--- config.mk ---
export PLATFORM = sky130hd
export DESIGN_NAME = cbs_bus_cycle
export DESIGN_NICKNAME = d
export VERILOG_FILES = /design/src/pkg/cbs_pkg.sv /design/src/verilog/cbs_sync.sv /design/src/verilog/cbs_bus_cycle.sv
export SDC_FILE = /design/constraint.sdc
export NUM_CORES = 1
export LEC_CHECK = 0
export BUFFER_PORTS_ARGS = -buffer_cell sky130_fd_sc_hd__buf_2
export CORE_MARGIN = 10
export CORE_UTILIZATION = 43
export DETAILED_ROUTE_END_ITERATION = 8
export PLACE_DENSITY = 0.72
export SETUP_SLACK_MARGIN = 0.4
export SKIP_LAST_GASP = 1
export SYNTH_ARGS = -nofsm -noshare
export SYNTH_HDL_FRONTEND = slang
export SYNTH_SLANG_ARGS = --single-unit
--- constraint.sdc ---
create_clock -name i_clk -period 1.1 [get_ports i_clk]
set_input_delay 0.11 -clock i_clk [delete_from_list [all_inputs] [get_ports i_clk]]
set_output_delay 0.11 -clock i_clk [all_outputs]
set_load 0.01 [all_outputs]
--- src/pkg/cbs_pkg.sv ---
package cbs_pkg;
	// cycle status codes {code_or_int_ack, mem_io, status_hi, status_lo}
	localparam logic [3:0] CODE_INT_ACK = 4'h0;
	localparam logic [3:0] CODE_IDLE_3 = 4'h3;
	localparam logic [3:0] CODE_HALT = 4'h4;
	localparam logic [3:0] CODE_MEM_READ = 4'h5;
	localparam logic [3:0] CODE_MEM_WRITE = 4'h6;
	localparam logic [3:0] CODE_IO_READ = 4'h9;
	localparam logic [3:0] CODE_IO_WRITE = 4'ha;
	localparam logic [3:0] CODE_FETCH = 4'hd;
	localparam logic [3:0] CODE_IDLE_F = 4'hf;
	// request kinds
	localparam logic [2:0] REQ_INT_ACK = 3'h0;
	localparam logic [2:0] REQ_HALT = 3'h1;
	localparam logic [2:0] REQ_MEM_READ = 3'h2;
	localparam logic [2:0] REQ_MEM_WRITE = 3'h3;
	localparam logic [2:0] REQ_IO_READ = 3'h4;
	localparam logic [2:0] REQ_IO_WRITE = 3'h5;
	localparam logic [2:0] REQ_FETCH = 3'h6;
	localparam logic [2:0] REQ_SHUTDOWN = 3'h7;
	// reset values of the pin drivers
	localparam logic RST_MEM_IO = 1'b0;
	localparam logic RST_CODE = 1'b0;
	localparam int SYNC_STAGES = 3;
	typedef enum logic [1:0] {CBS_IDLE, CBS_STATUS, CBS_COMMAND, CBS_HELD} cbs_state_e;
endpackage : cbs_pkg

--- src/verilog/cbs_sync.sv ---
`timescale 1ns/1ps
module cbs_sync (
	// clock and reset
	input wire logic i_clk,
	input wire logic i_reset_n,
	// pin in, filtered level out
	input wire logic i_pin,
	output logic o_level
);
	typedef struct packed {
		logic [cbs_pkg::SYNC_STAGES-1:0] chain;
		logic level;
	} cbs_sync_s;
	cbs_sync_s st, next_st;
	always_comb begin
		next_st = st;
		next_st.chain = {st.chain[cbs_pkg::SYNC_STAGES-2:0], i_pin};
		// stage one only feeds stage two; stages two and three must agree
		if (st.chain[1] == st.chain[2]) begin
			next_st.level = st.chain[2];
		end
	end
	always_ff @(posedge i_clk) begin
		if (!i_reset_n) begin
			st <= '0;
		end else begin
			st <= next_st;
		end
	end
	assign o_level = st.level;
endmodule : cbs_sync

--- src/verilog/cbs_bus_cycle.sv ---
`timescale 1ns/1ps
// Summary of operation
// - status state encodes cycle type on four lines
// - halt when address bit one high, else shutdown
// - status state means either status line low
// - status lines float high while bus granted
// - memory/io high for memory and halt
// - memory/io floats, keeping last level, when granted
// - code line splits fetch/read and intack/io
// - code line timed like memory/io, holds level
// - lock bars other masters this and next cycle
// - lock on prefix, exchange, intack, descriptor access
// - lock floats high while bus granted
// - cycle lasts until ready sampled low
// - ready is synchronous active-low input
// - ready ignored while bus granted away
// - float drivers first, then raise grant ack
module cbs_bus_cycle (
	// clock and reset
	input wire logic i_clk,
	input wire logic i_reset_n,
	// core request side
	input wire logic i_req,
	input wire logic [2:0] i_req_kind,
	input wire logic i_lock_prefix,
	input wire logic i_exchange_instruction,
	input wire logic i_descriptor_access,
	output logic o_req_done,
	// bus pins
	input wire logic i_ready_n,
	input wire logic i_hold_req,
	output logic o_cycle_status_hi,
	output logic o_cycle_status_lo,
	output logic o_cycle_status_oe,
	output logic o_mem_io,
	output logic o_code_or_int_ack,
	output logic o_mem_io_code_oe,
	output logic o_lock_n,
	output logic o_lock_oe,
	output logic o_address_bit_one,
	output logic o_status_state,
	output logic o_bus_grant_ack
);
	typedef struct packed {
		cbs_pkg::cbs_state_e state;
		logic [3:0] code;
		logic mem_io;
		logic cod;
		logic a1;
		logic lock_n;
		logic lock_next;
		logic oe;
		logic grant_ack;
		logic done;
	} cbs_s;
	cbs_s st, next_st;
	logic hold_level;

	cbs_sync u_hold_sync (
		.i_clk(i_clk),
		.i_reset_n(i_reset_n),
		.i_pin(i_hold_req),
		.o_level(hold_level)
	);

	function automatic logic [3:0] cbs_encode(input logic [2:0] kind);
		case (kind)
			cbs_pkg::REQ_INT_ACK: cbs_encode = cbs_pkg::CODE_INT_ACK;
			cbs_pkg::REQ_HALT: cbs_encode = cbs_pkg::CODE_HALT;
			cbs_pkg::REQ_SHUTDOWN: cbs_encode = cbs_pkg::CODE_HALT;
			cbs_pkg::REQ_MEM_READ: cbs_encode = cbs_pkg::CODE_MEM_READ;
			cbs_pkg::REQ_MEM_WRITE: cbs_encode = cbs_pkg::CODE_MEM_WRITE;
			cbs_pkg::REQ_IO_READ: cbs_encode = cbs_pkg::CODE_IO_READ;
			cbs_pkg::REQ_IO_WRITE: cbs_encode = cbs_pkg::CODE_IO_WRITE;
			cbs_pkg::REQ_FETCH: cbs_encode = cbs_pkg::CODE_FETCH;
			default: cbs_encode = cbs_pkg::CODE_IDLE_F;
		endcase
	endfunction : cbs_encode

	always_comb begin
		next_st = st;
		next_st.done = 1'b0;
		case (st.state)
			cbs_pkg::CBS_IDLE: begin
				next_st.code[1:0] = 2'h3;
				if (st.lock_next == 1'b0) begin
					next_st.lock_n = 1'b1;
				end
				// drivers float before grant ack rises
				if (hold_level && st.lock_next == 1'b0) begin
					next_st.oe = 1'b0;
					next_st.state = cbs_pkg::CBS_HELD;
				end else if (i_req) begin
					next_st.code = cbs_encode(i_req_kind);
					// halt versus shutdown on address bit one
					next_st.a1 = (i_req_kind == cbs_pkg::REQ_HALT);
					next_st.mem_io = next_st.code[2];
					// code line follows code bit three
					next_st.cod = next_st.code[3];
					next_st.lock_n = !(i_lock_prefix || i_exchange_instruction ||
						i_descriptor_access || i_req_kind == cbs_pkg::REQ_INT_ACK);
					next_st.lock_next = next_st.lock_n == 1'b0;
					next_st.state = cbs_pkg::CBS_STATUS;
				end
			end
			cbs_pkg::CBS_STATUS: begin
				// status lasts one state, then command phase
				next_st.code[1:0] = 2'h3;
				next_st.state = cbs_pkg::CBS_COMMAND;
			end
			cbs_pkg::CBS_COMMAND: begin
				// wait without limit for ready low
				// ready high adds a wait state
				// ready sampled on clock, no synchroniser
				if (!i_ready_n) begin
					next_st.done = 1'b1;
					// lock_next survives: lock stays low and hold waits until the next cycle is taken
					next_st.state = cbs_pkg::CBS_IDLE;
				end
			end
			cbs_pkg::CBS_HELD: begin
				next_st.grant_ack = hold_level;
				if (!hold_level) begin
					if (!st.grant_ack) begin
						next_st.oe = 1'b1;
						next_st.state = cbs_pkg::CBS_IDLE;
					end
				end
			end
			default: next_st.state = cbs_pkg::CBS_IDLE;
		endcase
	end

	always_ff @(posedge i_clk) begin
		if (!i_reset_n) begin
			st.state <= cbs_pkg::CBS_IDLE;
			st.code <= cbs_pkg::CODE_IDLE_F;
			st.mem_io <= cbs_pkg::RST_MEM_IO;
			st.cod <= cbs_pkg::RST_CODE;
			st.a1 <= 1'b0;
			st.lock_n <= 1'b1;
			st.lock_next <= 1'b0;
			st.oe <= 1'b1;
			st.grant_ack <= 1'b0;
			st.done <= 1'b0;
		end else begin
			st <= next_st;
		end
	end

	// status lines read one when released; code[1:0] is already 11 whenever oe is low
	assign o_cycle_status_hi = st.code[1];
	assign o_cycle_status_lo = st.code[0];
	assign o_cycle_status_oe = st.oe;
	assign o_mem_io = st.mem_io;
	// same timing and hold as memory/io
	assign o_code_or_int_ack = st.cod;
	assign o_mem_io_code_oe = st.oe;
	// lock released high while granted; hold is only taken with lock_n already high
	assign o_lock_n = st.lock_n;
	assign o_lock_oe = st.oe;
	assign o_address_bit_one = st.a1;
	assign o_status_state = st.oe && (st.code[1:0] != 2'h3);
	assign o_bus_grant_ack = st.grant_ack;
	assign o_req_done = st.done;

	a_status_state_len: assert property (@(posedge i_clk) disable iff (!i_reset_n)
		o_status_state |=> !o_status_state) else $error("status state longer than one");
	a_float_status_high: assert property (@(posedge i_clk) disable iff (!i_reset_n)
		o_bus_grant_ack |-> o_cycle_status_hi && o_cycle_status_lo && !o_cycle_status_oe) else $error("status not floated");
	a_lock_float_high: assert property (@(posedge i_clk) disable iff (!i_reset_n)
		o_bus_grant_ack |-> o_lock_n && !o_lock_oe) else $error("lock not floated");
	a_mem_io_hold: assert property (@(posedge i_clk) disable iff (!i_reset_n)
		o_bus_grant_ack && $past(o_bus_grant_ack) |-> $stable(o_mem_io) && $stable(o_code_or_int_ack))
		else $error("memory/io or code changed while held");
	a_mem_io_value: assert property (@(posedge i_clk) disable iff (!i_reset_n)
		st.state == cbs_pkg::CBS_IDLE && i_req && !hold_level |=> o_mem_io == $past(i_req_kind != cbs_pkg::REQ_INT_ACK &&
		i_req_kind != cbs_pkg::REQ_IO_READ && i_req_kind != cbs_pkg::REQ_IO_WRITE))
		else $error("memory/io wrong");
	a_halt_addr: assert property (@(posedge i_clk) disable iff (!i_reset_n)
		st.state == cbs_pkg::CBS_IDLE && i_req && !hold_level && i_req_kind == cbs_pkg::REQ_SHUTDOWN
		|=> !o_address_bit_one && o_mem_io && !o_code_or_int_ack) else $error("shutdown coding wrong");
	a_intack_code: assert property (@(posedge i_clk) disable iff (!i_reset_n)
		st.state == cbs_pkg::CBS_IDLE && i_req && !hold_level && i_req_kind == cbs_pkg::REQ_INT_ACK
		|=> !o_cycle_status_hi && !o_cycle_status_lo && !o_mem_io && !o_lock_n) else $error("intack coding wrong");
	a_fetch_code: assert property (@(posedge i_clk) disable iff (!i_reset_n)
		st.state == cbs_pkg::CBS_IDLE && i_req && !hold_level && i_req_kind == cbs_pkg::REQ_FETCH
		|=> o_code_or_int_ack && o_mem_io && !o_cycle_status_hi && o_cycle_status_lo) else $error("fetch coding wrong");
	a_ready_ends: assert property (@(posedge i_clk) disable iff (!i_reset_n)
		st.state == cbs_pkg::CBS_COMMAND && !i_ready_n |=> o_req_done) else $error("ready did not end cycle");
	a_wait_state: assert property (@(posedge i_clk) disable iff (!i_reset_n)
		st.state == cbs_pkg::CBS_COMMAND && i_ready_n |=> !o_req_done && st.state == cbs_pkg::CBS_COMMAND)
		else $error("wait state missing");
	a_float_first: assert property (@(posedge i_clk) disable iff (!i_reset_n)
		$rose(o_bus_grant_ack) |-> $past(!o_cycle_status_oe)) else $error("ack before float");
	c_mem_read: cover property (@(posedge i_clk) st.state == cbs_pkg::CBS_STATUS && st.code == cbs_pkg::CODE_MEM_READ);
	c_wait: cover property (@(posedge i_clk) st.state == cbs_pkg::CBS_COMMAND && i_ready_n ##1 !i_ready_n);
	c_hold: cover property (@(posedge i_clk) $rose(o_bus_grant_ack));
	c_locked: cover property (@(posedge i_clk) !o_lock_n && o_req_done);
endmodule : cbs_bus_cycle

==> results of run 1 <==
layer usage:
layer	GRT usage, %	vias up	routed length [um]
met3	4.18	2	123
li1	-	349	-
met1	11.2	336	757
met2	18.0	13	931
met4	2.19	0	6
met5	0	-	0
synthesized netlist by cell type (2+ instances only):
cell | count | area (um^2)
sky130_fd_sc_hd__nor2b_1 | 2 | 12.5
sky130_fd_sc_hd__nor2_1 | 4 | 15.0
sky130_fd_sc_hd__nand3_1 | 3 | 15.0
sky130_fd_sc_hd__and2_1 | 3 | 18.8
sky130_fd_sc_hd__o21ai_1 | 2 | 10.0
sky130_fd_sc_hd__a21oi_1 | 7 | 35.0
sky130_fd_sc_hd__nor3b_1 | 2 | 15.0
sky130_fd_sc_hd__nand2_1 | 7 | 26.3
sky130_fd_sc_hd__inv_1 | 2 | 7.51
sky130_fd_sc_hd__o21ai_0 | 4 | 20.0
sky130_fd_sc_hd__dfxtp_1 | 16 | 320
sky130_fd_sc_hd__buf_4 | 2 | 15.0
layout make-up:
type                    instances  area [um^2]
fillers                       116          420
multi-input cells              55          415
flip-flops and latches         16          342
repair buffers                 37          300
clock buffers                   4         36.3
well taps                      16         20.0
inverters                       2         7.51
worst paths after layout:
| kind | end | slack, ns | cells after the start |
|---|---|---|---|
| max reg2reg | o_code_or_int_ack | -0.07 | 3 |
| min reg2reg | u_hold_sync.next_st[3] | 0.44 | 1 |
| min | o_req_done | 0.01 | 2 |
| max | o_code_or_int_ack | -0.07 | 3 |
repair_timing:
item                                    in CTS  in global routing
buffers inserted                             6                  0
endpoints found under the hold margin        1                  1
pin swaps                                    7                  5
endpoints found under the setup margin      24                 24
resized for setup                           27                  8
per-stage QoR:
stage | hold WS (ns) | std cells
finish | 0.0129 | 130
CTS | -0.0136 | 130
floorplan | 0.189 | 78
global placement | 0.294 | 120
detailed placement | 0.300 | 120
global route | -0.00475 | 130
report_power, final:
group	switching, W	internal (W)
logic	0.000114	0.000142
clock network	0.000184	0.000202
registers	0.0000245	0.000608
logic make-up after synthesis:
family / after synthesis / share of synthesized area [%]
buffers and inverters: 7 / 5.98
AND/OR/NAND/NOR: 30 / 24.6
flip-flops: 16 / 45.1
multiplexers: 1 / 1.41
AO/OA/AOI/OAI: 23 / 21.7
XOR/XNOR: 1 / 1.23
==> tab_implementation.tex, run 1 <==
\begin{tabular}{lr}
\hline
Metric & Value \\
\hline
\multicolumn{2}{l}{\textbf{Critical path}} \\
\quad Highest fanout seen on the critical path & 4 \\
\quad Max stage delay on crit path & 0.43 ns \\
\quad Cell type of the slowest stage on the worst timing path & sky130\_fd\_sc\_hd\_\_or3b\_4 \\
\quad Critical Path Start & st[12] \\
\quad Cell-by-cell trace of the critical path & or3b\_4, nor2\_4, mux2i\_1 \\
\quad Setup crit start kind & register \\
\quad Kind of cell adding the most delay to the critical path & simple AND/OR/NAND/NOR gates \\
\quad Critical Setup Path Class & reg2reg \\
\quad CP Data Required Time & 1.32 ns \\
\quad Data arrival, critical path & 1.39 ns \\
\quad Worst path buffer plus inverter count & 0 \\
\quad Kind of end point of the critical path & register \\
\quad R2R Path Start & st[12] \\
\multicolumn{2}{l}{\textbf{Min path}} \\
\quad Hold wc startpoint & i\_ready\_n \\
\quad Tightest Hold Check Type & in2reg \\
\multicolumn{2}{l}{\textbf{Floorplanning}} \\
\quad Initial Util & 46.1\% \\
\quad Overall die height & 60.7 um \\
\quad Site Rows & 14 \\
\quad IO Pins & 23 \\
\quad Die Footprint & 0.00368 mm\^{}2 \\
\quad Area of the core & 0.00154 mm\^{}2 \\
\quad Horizontal extent of the die & 60.7 um \\
\multicolumn{2}{l}{\textbf{Synthesis}} \\
\quad Count of mapped cells out of synthesis & 78 \\
\quad Number of flops mapped to enable cells by yosys & 0 \\
\quad Number of warning messages in the yosys log & 0 \\
\quad Proportion of synthesized chip area in sequential cells & 45.1\% \\
\quad Syn Area/Cell & 9.11 um\^{}2 \\
\quad Share of synthesized registers carrying an async set or reset & 0\% \\
\quad Syn Nets & 89 \\
\quad Post-synthesis cell area & 711 um\^{}2 \\
\quad Cell variety after synth & 36 \\
\quad Most used DFF post-synth & sky130\_fd\_sc\_hd\_\_dfxtp\_1 \\
\quad Flip-flop and latch count after synthesis & 16 \\
\multicolumn{2}{l}{\textbf{Placement}} \\
\quad Placed instance area & 895 um\^{}2 \\
\quad Pre-CTS WS & -0.100 ns \\
\quad Final weighted congestion in routability-driven placement & 0.751 \\
\quad IO Port Bufs & 22 \\
\quad Half-perimeter wire length after placement & 1310 um \\
\multicolumn{2}{l}{\textbf{Drt}} \\
\quad Total routed wirelength & 1820 um \\
\quad Via count of the routed design & 700 \\
\quad Vias/cell & 5.38 \\
\quad Initial detailed-routing violation count & 6 \\
\quad Final routed DRC violation total & 0 \\
\quad Antenna Violating Nets Remaining & 0 \\
\quad Routed length per instance & 14.0 um \\
\quad Pre-antenna DRT Iters & 4 \\
\multicolumn{2}{l}{\textbf{Clock network}} \\
\quad Worst-Skew Late Latency & 0.29 ns \\
\quad Number of buffers inserted during clock tree synthesis & 3 \\
\quad TritonCTS clock tree & yes \\
\quad Clock buffer depth & 2 \\
\quad Buffer cell driving the clock tree root & sky130\_fd\_sc\_hd\_\_clkbuf\_4 \\
\quad H-tree lvl count & 1 \\
\quad Clock Pin Slew Worst Setup and Hold Paths & 0.09 ns \\
\quad Clock Sink Count & 16 \\
\multicolumn{2}{l}{\textbf{Global routing}} \\
\quad Largest net degree at the start of global routing & 12 \\
\quad Antenna violations before repair & 0 \\
\quad GR Overflow Total & 0 \\
\quad Wire length of the first global-routing pass & 2990 um \\
\quad GR Util All Layers & 10.2\% \\
\quad Via count of the first global-routing pass & 695 \\
\multicolumn{2}{l}{\textbf{Final layout}} \\
\quad Nets@finish & 126 \\
\quad Layout cell share with drive strength beyond 1 & 57.9\% \\
\quad Max FFs per register & 3 \\
\quad Most flop-heavy register & st \\
\quad Number of antenna diodes & 0 \\
\quad Area of all placed cells without fillers & 0.00112 mm\^{}2 \\
\quad Post-route core utilization & 72.7\% \\
\quad Most used cells in the layout excluding fill and tap cells & 12 x sky130\_fd\_sc\_hd\_\_buf\_2, 12 x sky130\_fd\_sc\_hd\_\_buf\_6, 12 x sky130\_fd\_sc\_hd\_\_buf\_4 \\
\quad Layout-stage area growth over the synthesis result & 57.7\% \\
\multicolumn{2}{l}{\textbf{STA}} \\
\quad Worst relative slew slack & 79.0\% \\
\quad Final period util & 107\% \\
\quad Final number of hold-violating endpoints & 0 \\
\quad Highest achievable clock rate & 0.853 GHz \\
\quad Final setup TNS & -0.219 ns \\
\quad Clock period minus worst slack & 1.17 ns \\
\quad Finish-stage setup viols & 6 \\
\quad Setup ws final & -0.0728 ns \\
\quad Actual transition at the worst max-transition pin & 0.313 ns \\
\quad RSZ-0062 raised after global routing & true \\
\quad Slew Viols, Final & 0 \\
\quad Worst clock skew & 0.00478 ns \\
\multicolumn{2}{l}{\textbf{Flow run}} \\
\quad Reported max-cap violation count & 0 \\
\multicolumn{2}{l}{\textbf{Run status}} \\
\quad Failing checks & setup timing \\
\quad Run status & finished, violations left \\
\multicolumn{2}{l}{\textbf{Pwr}} \\
\quad Maximum VDD drop & 0.875 mV \\
\quad Power per Cell Area & 1140 mW/mm\^{}2 \\
\quad Power Total & 0.00127 W \\
\quad Leakage component of the power & 0.498 nW \\
\hline
\end{tabular}
No activity file was read; power rests on OpenSTA's default activity.
==> run 2: changes to the inputs <==
--- a/config.mk
+++ b/config.mk
@@ -6,12 +6,14 @@
 export NUM_CORES = 1
 export LEC_CHECK = 0
 export BUFFER_PORTS_ARGS = -buffer_cell sky130_fd_sc_hd__buf_2
-export CORE_MARGIN = 10
-export CORE_UTILIZATION = 43
+export CAP_MARGIN = 20
+export CORE_MARGIN = 5
+export CORE_UTILIZATION = 42
 export DETAILED_ROUTE_END_ITERATION = 8
-export PLACE_DENSITY = 0.72
+export PLACE_DENSITY = 0.71
 export SETUP_SLACK_MARGIN = 0.4
 export SKIP_LAST_GASP = 1
 export SYNTH_ARGS = -nofsm -noshare
 export SYNTH_HDL_FRONTEND = slang
+export SYNTH_HIERARCHICAL = 1
 export SYNTH_SLANG_ARGS = --single-unit
==> tab_implementation.tex, run 2 <==
\begin{tabular}{lr}
\hline
Metric & Value \\
\hline
\multicolumn{2}{l}{\textbf{Synthesis}} \\
\quad Most used DFF post-synth & sky130\_fd\_sc\_hd\_\_dfxtp\_1 \\
\quad Most instantiated library cell after synthesis & sky130\_fd\_sc\_hd\_\_dfxtp\_1 \\
\quad Proportion of synthesized chip area in sequential cells & 46.5\% \\
\quad Syn Area/Cell & 9.43 um\^{}2 \\
\quad Largest area contributor in the netlist & sky130\_fd\_sc\_hd\_\_dfxtp\_1 \\
\quad Number of warning messages in the yosys log & 6 \\
\quad Post-synthesis cell area & 688 um\^{}2 \\
\quad Share of synthesized registers carrying an async set or reset & 0\% \\
\quad Flip-flop and latch count after synthesis & 16 \\
\quad Synth cell count leaders & 16 x sky130\_fd\_sc\_hd\_\_dfxtp\_1, 9 x sky130\_fd\_sc\_hd\_\_nand2\_1, 4 x sky130\_fd\_sc\_hd\_\_mux2i\_1, 4 x sky130\_fd\_sc\_hd\_\_o21ai\_1 \\
\quad Number of flops mapped to enable cells by yosys & 0 \\
\quad Syn Nets & 84 \\
\quad Count of mapped cells out of synthesis & 73 \\
\quad Area contributors post-synth & sky130\_fd\_sc\_hd\_\_dfxtp\_1 47\%, sky130\_fd\_sc\_hd\_\_mux2i\_1 5.8\%, sky130\_fd\_sc\_hd\_\_nand2\_1 4.9\%, sky130\_fd\_sc\_hd\_\_a21boi\_1 3.3\%, sky130\_fd\_sc\_hd\_\_o21ai\_1 2.9\% \\
\quad Area fraction of the dominant cell type after synthesis & 46.5\% \\
\quad Cell variety after synth & 32 \\
\multicolumn{2}{l}{\textbf{Clock network}} \\
\quad Clock Sink Count & 16 \\
\quad Worst-Skew Late Latency & 0.28 ns \\
\quad TritonCTS clock tree & yes \\
\quad Buffer cell driving the clock tree root & sky130\_fd\_sc\_hd\_\_clkbuf\_4 \\
\quad Clock Pin Slew Worst Setup and Hold Paths & 0.09 ns \\
\quad Number of buffers inserted during clock tree synthesis & 3 \\
\quad Clock buffer depth & 2 \\
\quad H-tree lvl count & 1 \\
\multicolumn{2}{l}{\textbf{Final layout}} \\
\quad Layout-stage area growth over the synthesis result & 52.4\% \\
\quad Count of placed standard cells in the final layout, fillers left out & 121 \\
\quad Nets@finish & 117 \\
\quad Most common cell after layout, fill and taps aside & sky130\_fd\_sc\_hd\_\_buf\_6 \\
\quad Post-route core utilization & 68.8\% \\
\quad Layout cell share with drive strength beyond 1 & 56.2\% \\
\quad Most flop-heavy register & st \\
\quad Max FFs per register & 3 \\
\quad Most used cells in the layout excluding fill and tap cells & 14 x sky130\_fd\_sc\_hd\_\_buf\_6, 11 x sky130\_fd\_sc\_hd\_\_buf\_2, 9 x sky130\_fd\_sc\_hd\_\_dfxtp\_2 \\
\quad Number of antenna diodes & 0 \\
\multicolumn{2}{l}{\textbf{Min path}} \\
\quad End point of the worst hold path & o\_req\_done \\
\quad Tightest Hold Check Type & in2reg \\
\quad Hold Crit Depth & 2 \\
\quad Hold wc startpoint & i\_ready\_n \\
\multicolumn{2}{l}{\textbf{Placement}} \\
\quad Half-perimeter wire length after placement & 1060 um \\
\quad Final weighted congestion in routability-driven placement & 0.741 \\
\quad IO Port Bufs & 22 \\
\quad Placed insts & 113 \\
\multicolumn{2}{l}{\textbf{STA}} \\
\quad Final period util & 111\% \\
\quad Clock period minus worst slack & 1.22 ns \\
\quad Final setup TNS & -0.324 ns \\
\quad RSZ-0062 raised after global routing & true \\
\quad Worst relative slew slack & 78.9\% \\
\quad Actual transition at the worst max-transition pin & 0.316 ns \\
\quad Hold\_ws & -0.00653 ns \\
\quad Worst clock skew & 0.000403 ns \\
\quad Setup ws final & -0.119 ns \\
\quad Highest achievable clock rate & 0.820 GHz \\
\quad Finish-stage setup viols & 7 \\
\quad Slew Viols, Final & 0 \\
\quad Final number of hold-violating endpoints & 1 \\
\multicolumn{2}{l}{\textbf{Global routing}} \\
\quad Largest net degree at the start of global routing & 20 \\
\quad GR Overflow Total & 0 \\
\quad Wire length of the first global-routing pass & 2630 um \\
\quad Via count of the first global-routing pass & 606 \\
\quad Antenna violations before repair & 0 \\
\quad GR Util All Layers & 13.1\% \\
\multicolumn{2}{l}{\textbf{Pwr}} \\
\quad Gate power share & 17.0\% \\
\quad Part of the total power dissipated in the clock network & 31.0\% \\
\quad Internal power & 0.000920 W \\
\quad Power Total & 0.00120 W \\
\quad Switching pwr & 0.000283 W \\
\quad Fraction of power consumed by sequential logic & 52.1\% \\
\quad Power per Cell Area & 1150 mW/mm\^{}2 \\
\quad Leakage component of the power & 0.459 nW \\
\quad Maximum VDD drop & 0.988 mV \\
\quad Switching fraction of total power & 23.5\% \\
\multicolumn{2}{l}{\textbf{Run status}} \\
\quad Run status & finished, violations left \\
\quad Failing checks & hold timing, setup timing \\
\multicolumn{2}{l}{\textbf{Critical path}} \\
\quad Critical Setup Path Class & reg2reg \\
\quad Cell-by-cell trace of the critical path & or3b\_4, nor2\_4, mux2i\_1 \\
\quad R2R Path Start & st[12] \\
\quad CP Data Required Time & 1.30 ns \\
\quad Cell type of the slowest stage on the worst timing path & sky130\_fd\_sc\_hd\_\_or3b\_4 \\
\quad Depth of the worst register-to-register path & 3 \\
\quad Worst R2R Setup Slack & -0.12 ns \\
\quad Worst path buffer plus inverter count & 0 \\
\quad Critical register-to-register path endpoint & o\_address\_bit\_one \\
\quad Kind of cell adding the most delay to the critical path & simple AND/OR/NAND/NOR gates \\
\quad Max stage delay on crit path & 0.43 ns \\
\quad Data arrival, critical path & 1.42 ns \\
\quad Highest fanout seen on the critical path & 5 \\
\quad Setup crit start kind & register \\
\quad Kind of end point of the critical path & register \\
\multicolumn{2}{l}{\textbf{Floorplanning}} \\
\quad Horizontal extent of the die & 50.5 um \\
\quad Die Footprint & 0.00255 mm\^{}2 \\
\quad Initial Util & 45.2\% \\
\quad IO Pins & 23 \\
\quad Overall die height & 50.5 um \\
\quad Site Rows & 14 \\
\quad Area of the core & 0.00152 mm\^{}2 \\
\multicolumn{2}{l}{\textbf{Drt}} \\
\quad Pre-antenna DRT Iters & 4 \\
\quad Antenna Violating Nets Remaining & 0 \\
\quad Final routed DRC violation total & 0 \\
\quad Via count of the routed design & 624 \\
\quad Vias/cell & 5.16 \\
\quad Routed length per instance & 12.8 um \\
\quad Total routed wirelength & 1540 um \\
\quad Initial detailed-routing violation count & 4 \\
\multicolumn{2}{l}{\textbf{Flow run}} \\
\quad Reported max-cap violation count & 0 \\
\hline
\end{tabular}
## run 2: power by group through the flow
stage | registers, W | logic, W | clock network (W)
CTS | 0.000627 | 0.000198 | 0.000391
floorplan | 0.000646 | 0.0000922 | 0
global placement | 0.000637 | 0.000169 | 0
global route | 0.000631 | 0.000225 | 0.000433
finish | 0.000626 | 0.000204 | 0.000373
detailed placement | 0.000637 | 0.000171 | 0
## run 2: area by class of cell
cell class / count / area (um^2)
Fill cell: 117 / 475
Multi-Input combinational cell: 51 / 377
Sequential cell: 16 / 343
Timing Repair Buffer: 32 / 265
Clock buffer: 4 / 36.3
Tap cell: 16 / 20.0
Inverter: 2 / 7.51
## run 2: how the worst max path moves through the flow
stage / end / slack, ns / cells after the start / start
after floorplan: o_mem_io / -0.1 / 4 / st[13]
after global placement: o_address_bit_one / -0.03 / 3 / st[12]
after detailed placement: o_code_or_int_ack / -0.06 / 3 / st[12]
after CTS: o_address_bit_one / -0.08 / 3 / st[12]
after global routing: o_address_bit_one / -0.23 / 3 / st[12]
final: o_address_bit_one / -0.12 / 3 / st[12]
## run 2: worst register-to-register path: stages, from the launching register on
cell and delay (ns):
sky130_fd_sc_hd__dfxtp_2 0.33, sky130_fd_sc_hd__or3b_4 0.43, sky130_fd_sc_hd__nor2_4 0.16, sky130_fd_sc_hd__mux2i_1 0.23
## run 2: repair_timing
| item | CTS | global route |
|---|---|---|
| hold endpoints to repair | 1 | 1 |
| endpoints found under the setup margin | 25 | 25 |
| resized for setup | 23 | 9 |
| pin swaps | 2 | 2 |
| setup buffers | 3 | 1 |
## run 2: through the flow
stage	setup WS, ns	cell area (um^2)
2_1_floorplan	-0.0972	713
3_3_place_gp	-0.0313	858
3_5_place_dp	-0.0624	858
4_1_cts	-0.0768	1010
5_1_grt	-0.233	1050
6_report	-0.119	1050
## run 2: cells by family after synthesis
family / Yosys count / synth area share, %
AND/OR/NAND/NOR: 27 / 22.0
AO/OA/AOI/OAI: 19 / 18.9
flip-flops: 16 / 46.5
buffers and inverters: 6 / 5.45
multiplexers: 4 / 5.82
XOR/XNOR: 1 / 1.27
## run 2: metal layers
layer  vias to the layer above  share of wire (%)  track usage, %
li1                        318                  -               -
met1                       283                 44            16.9
met2                        21                 49            20.5
met3                         2                6.9            5.62
met4                         0               0.65            2.55
met5                         -                  0               0
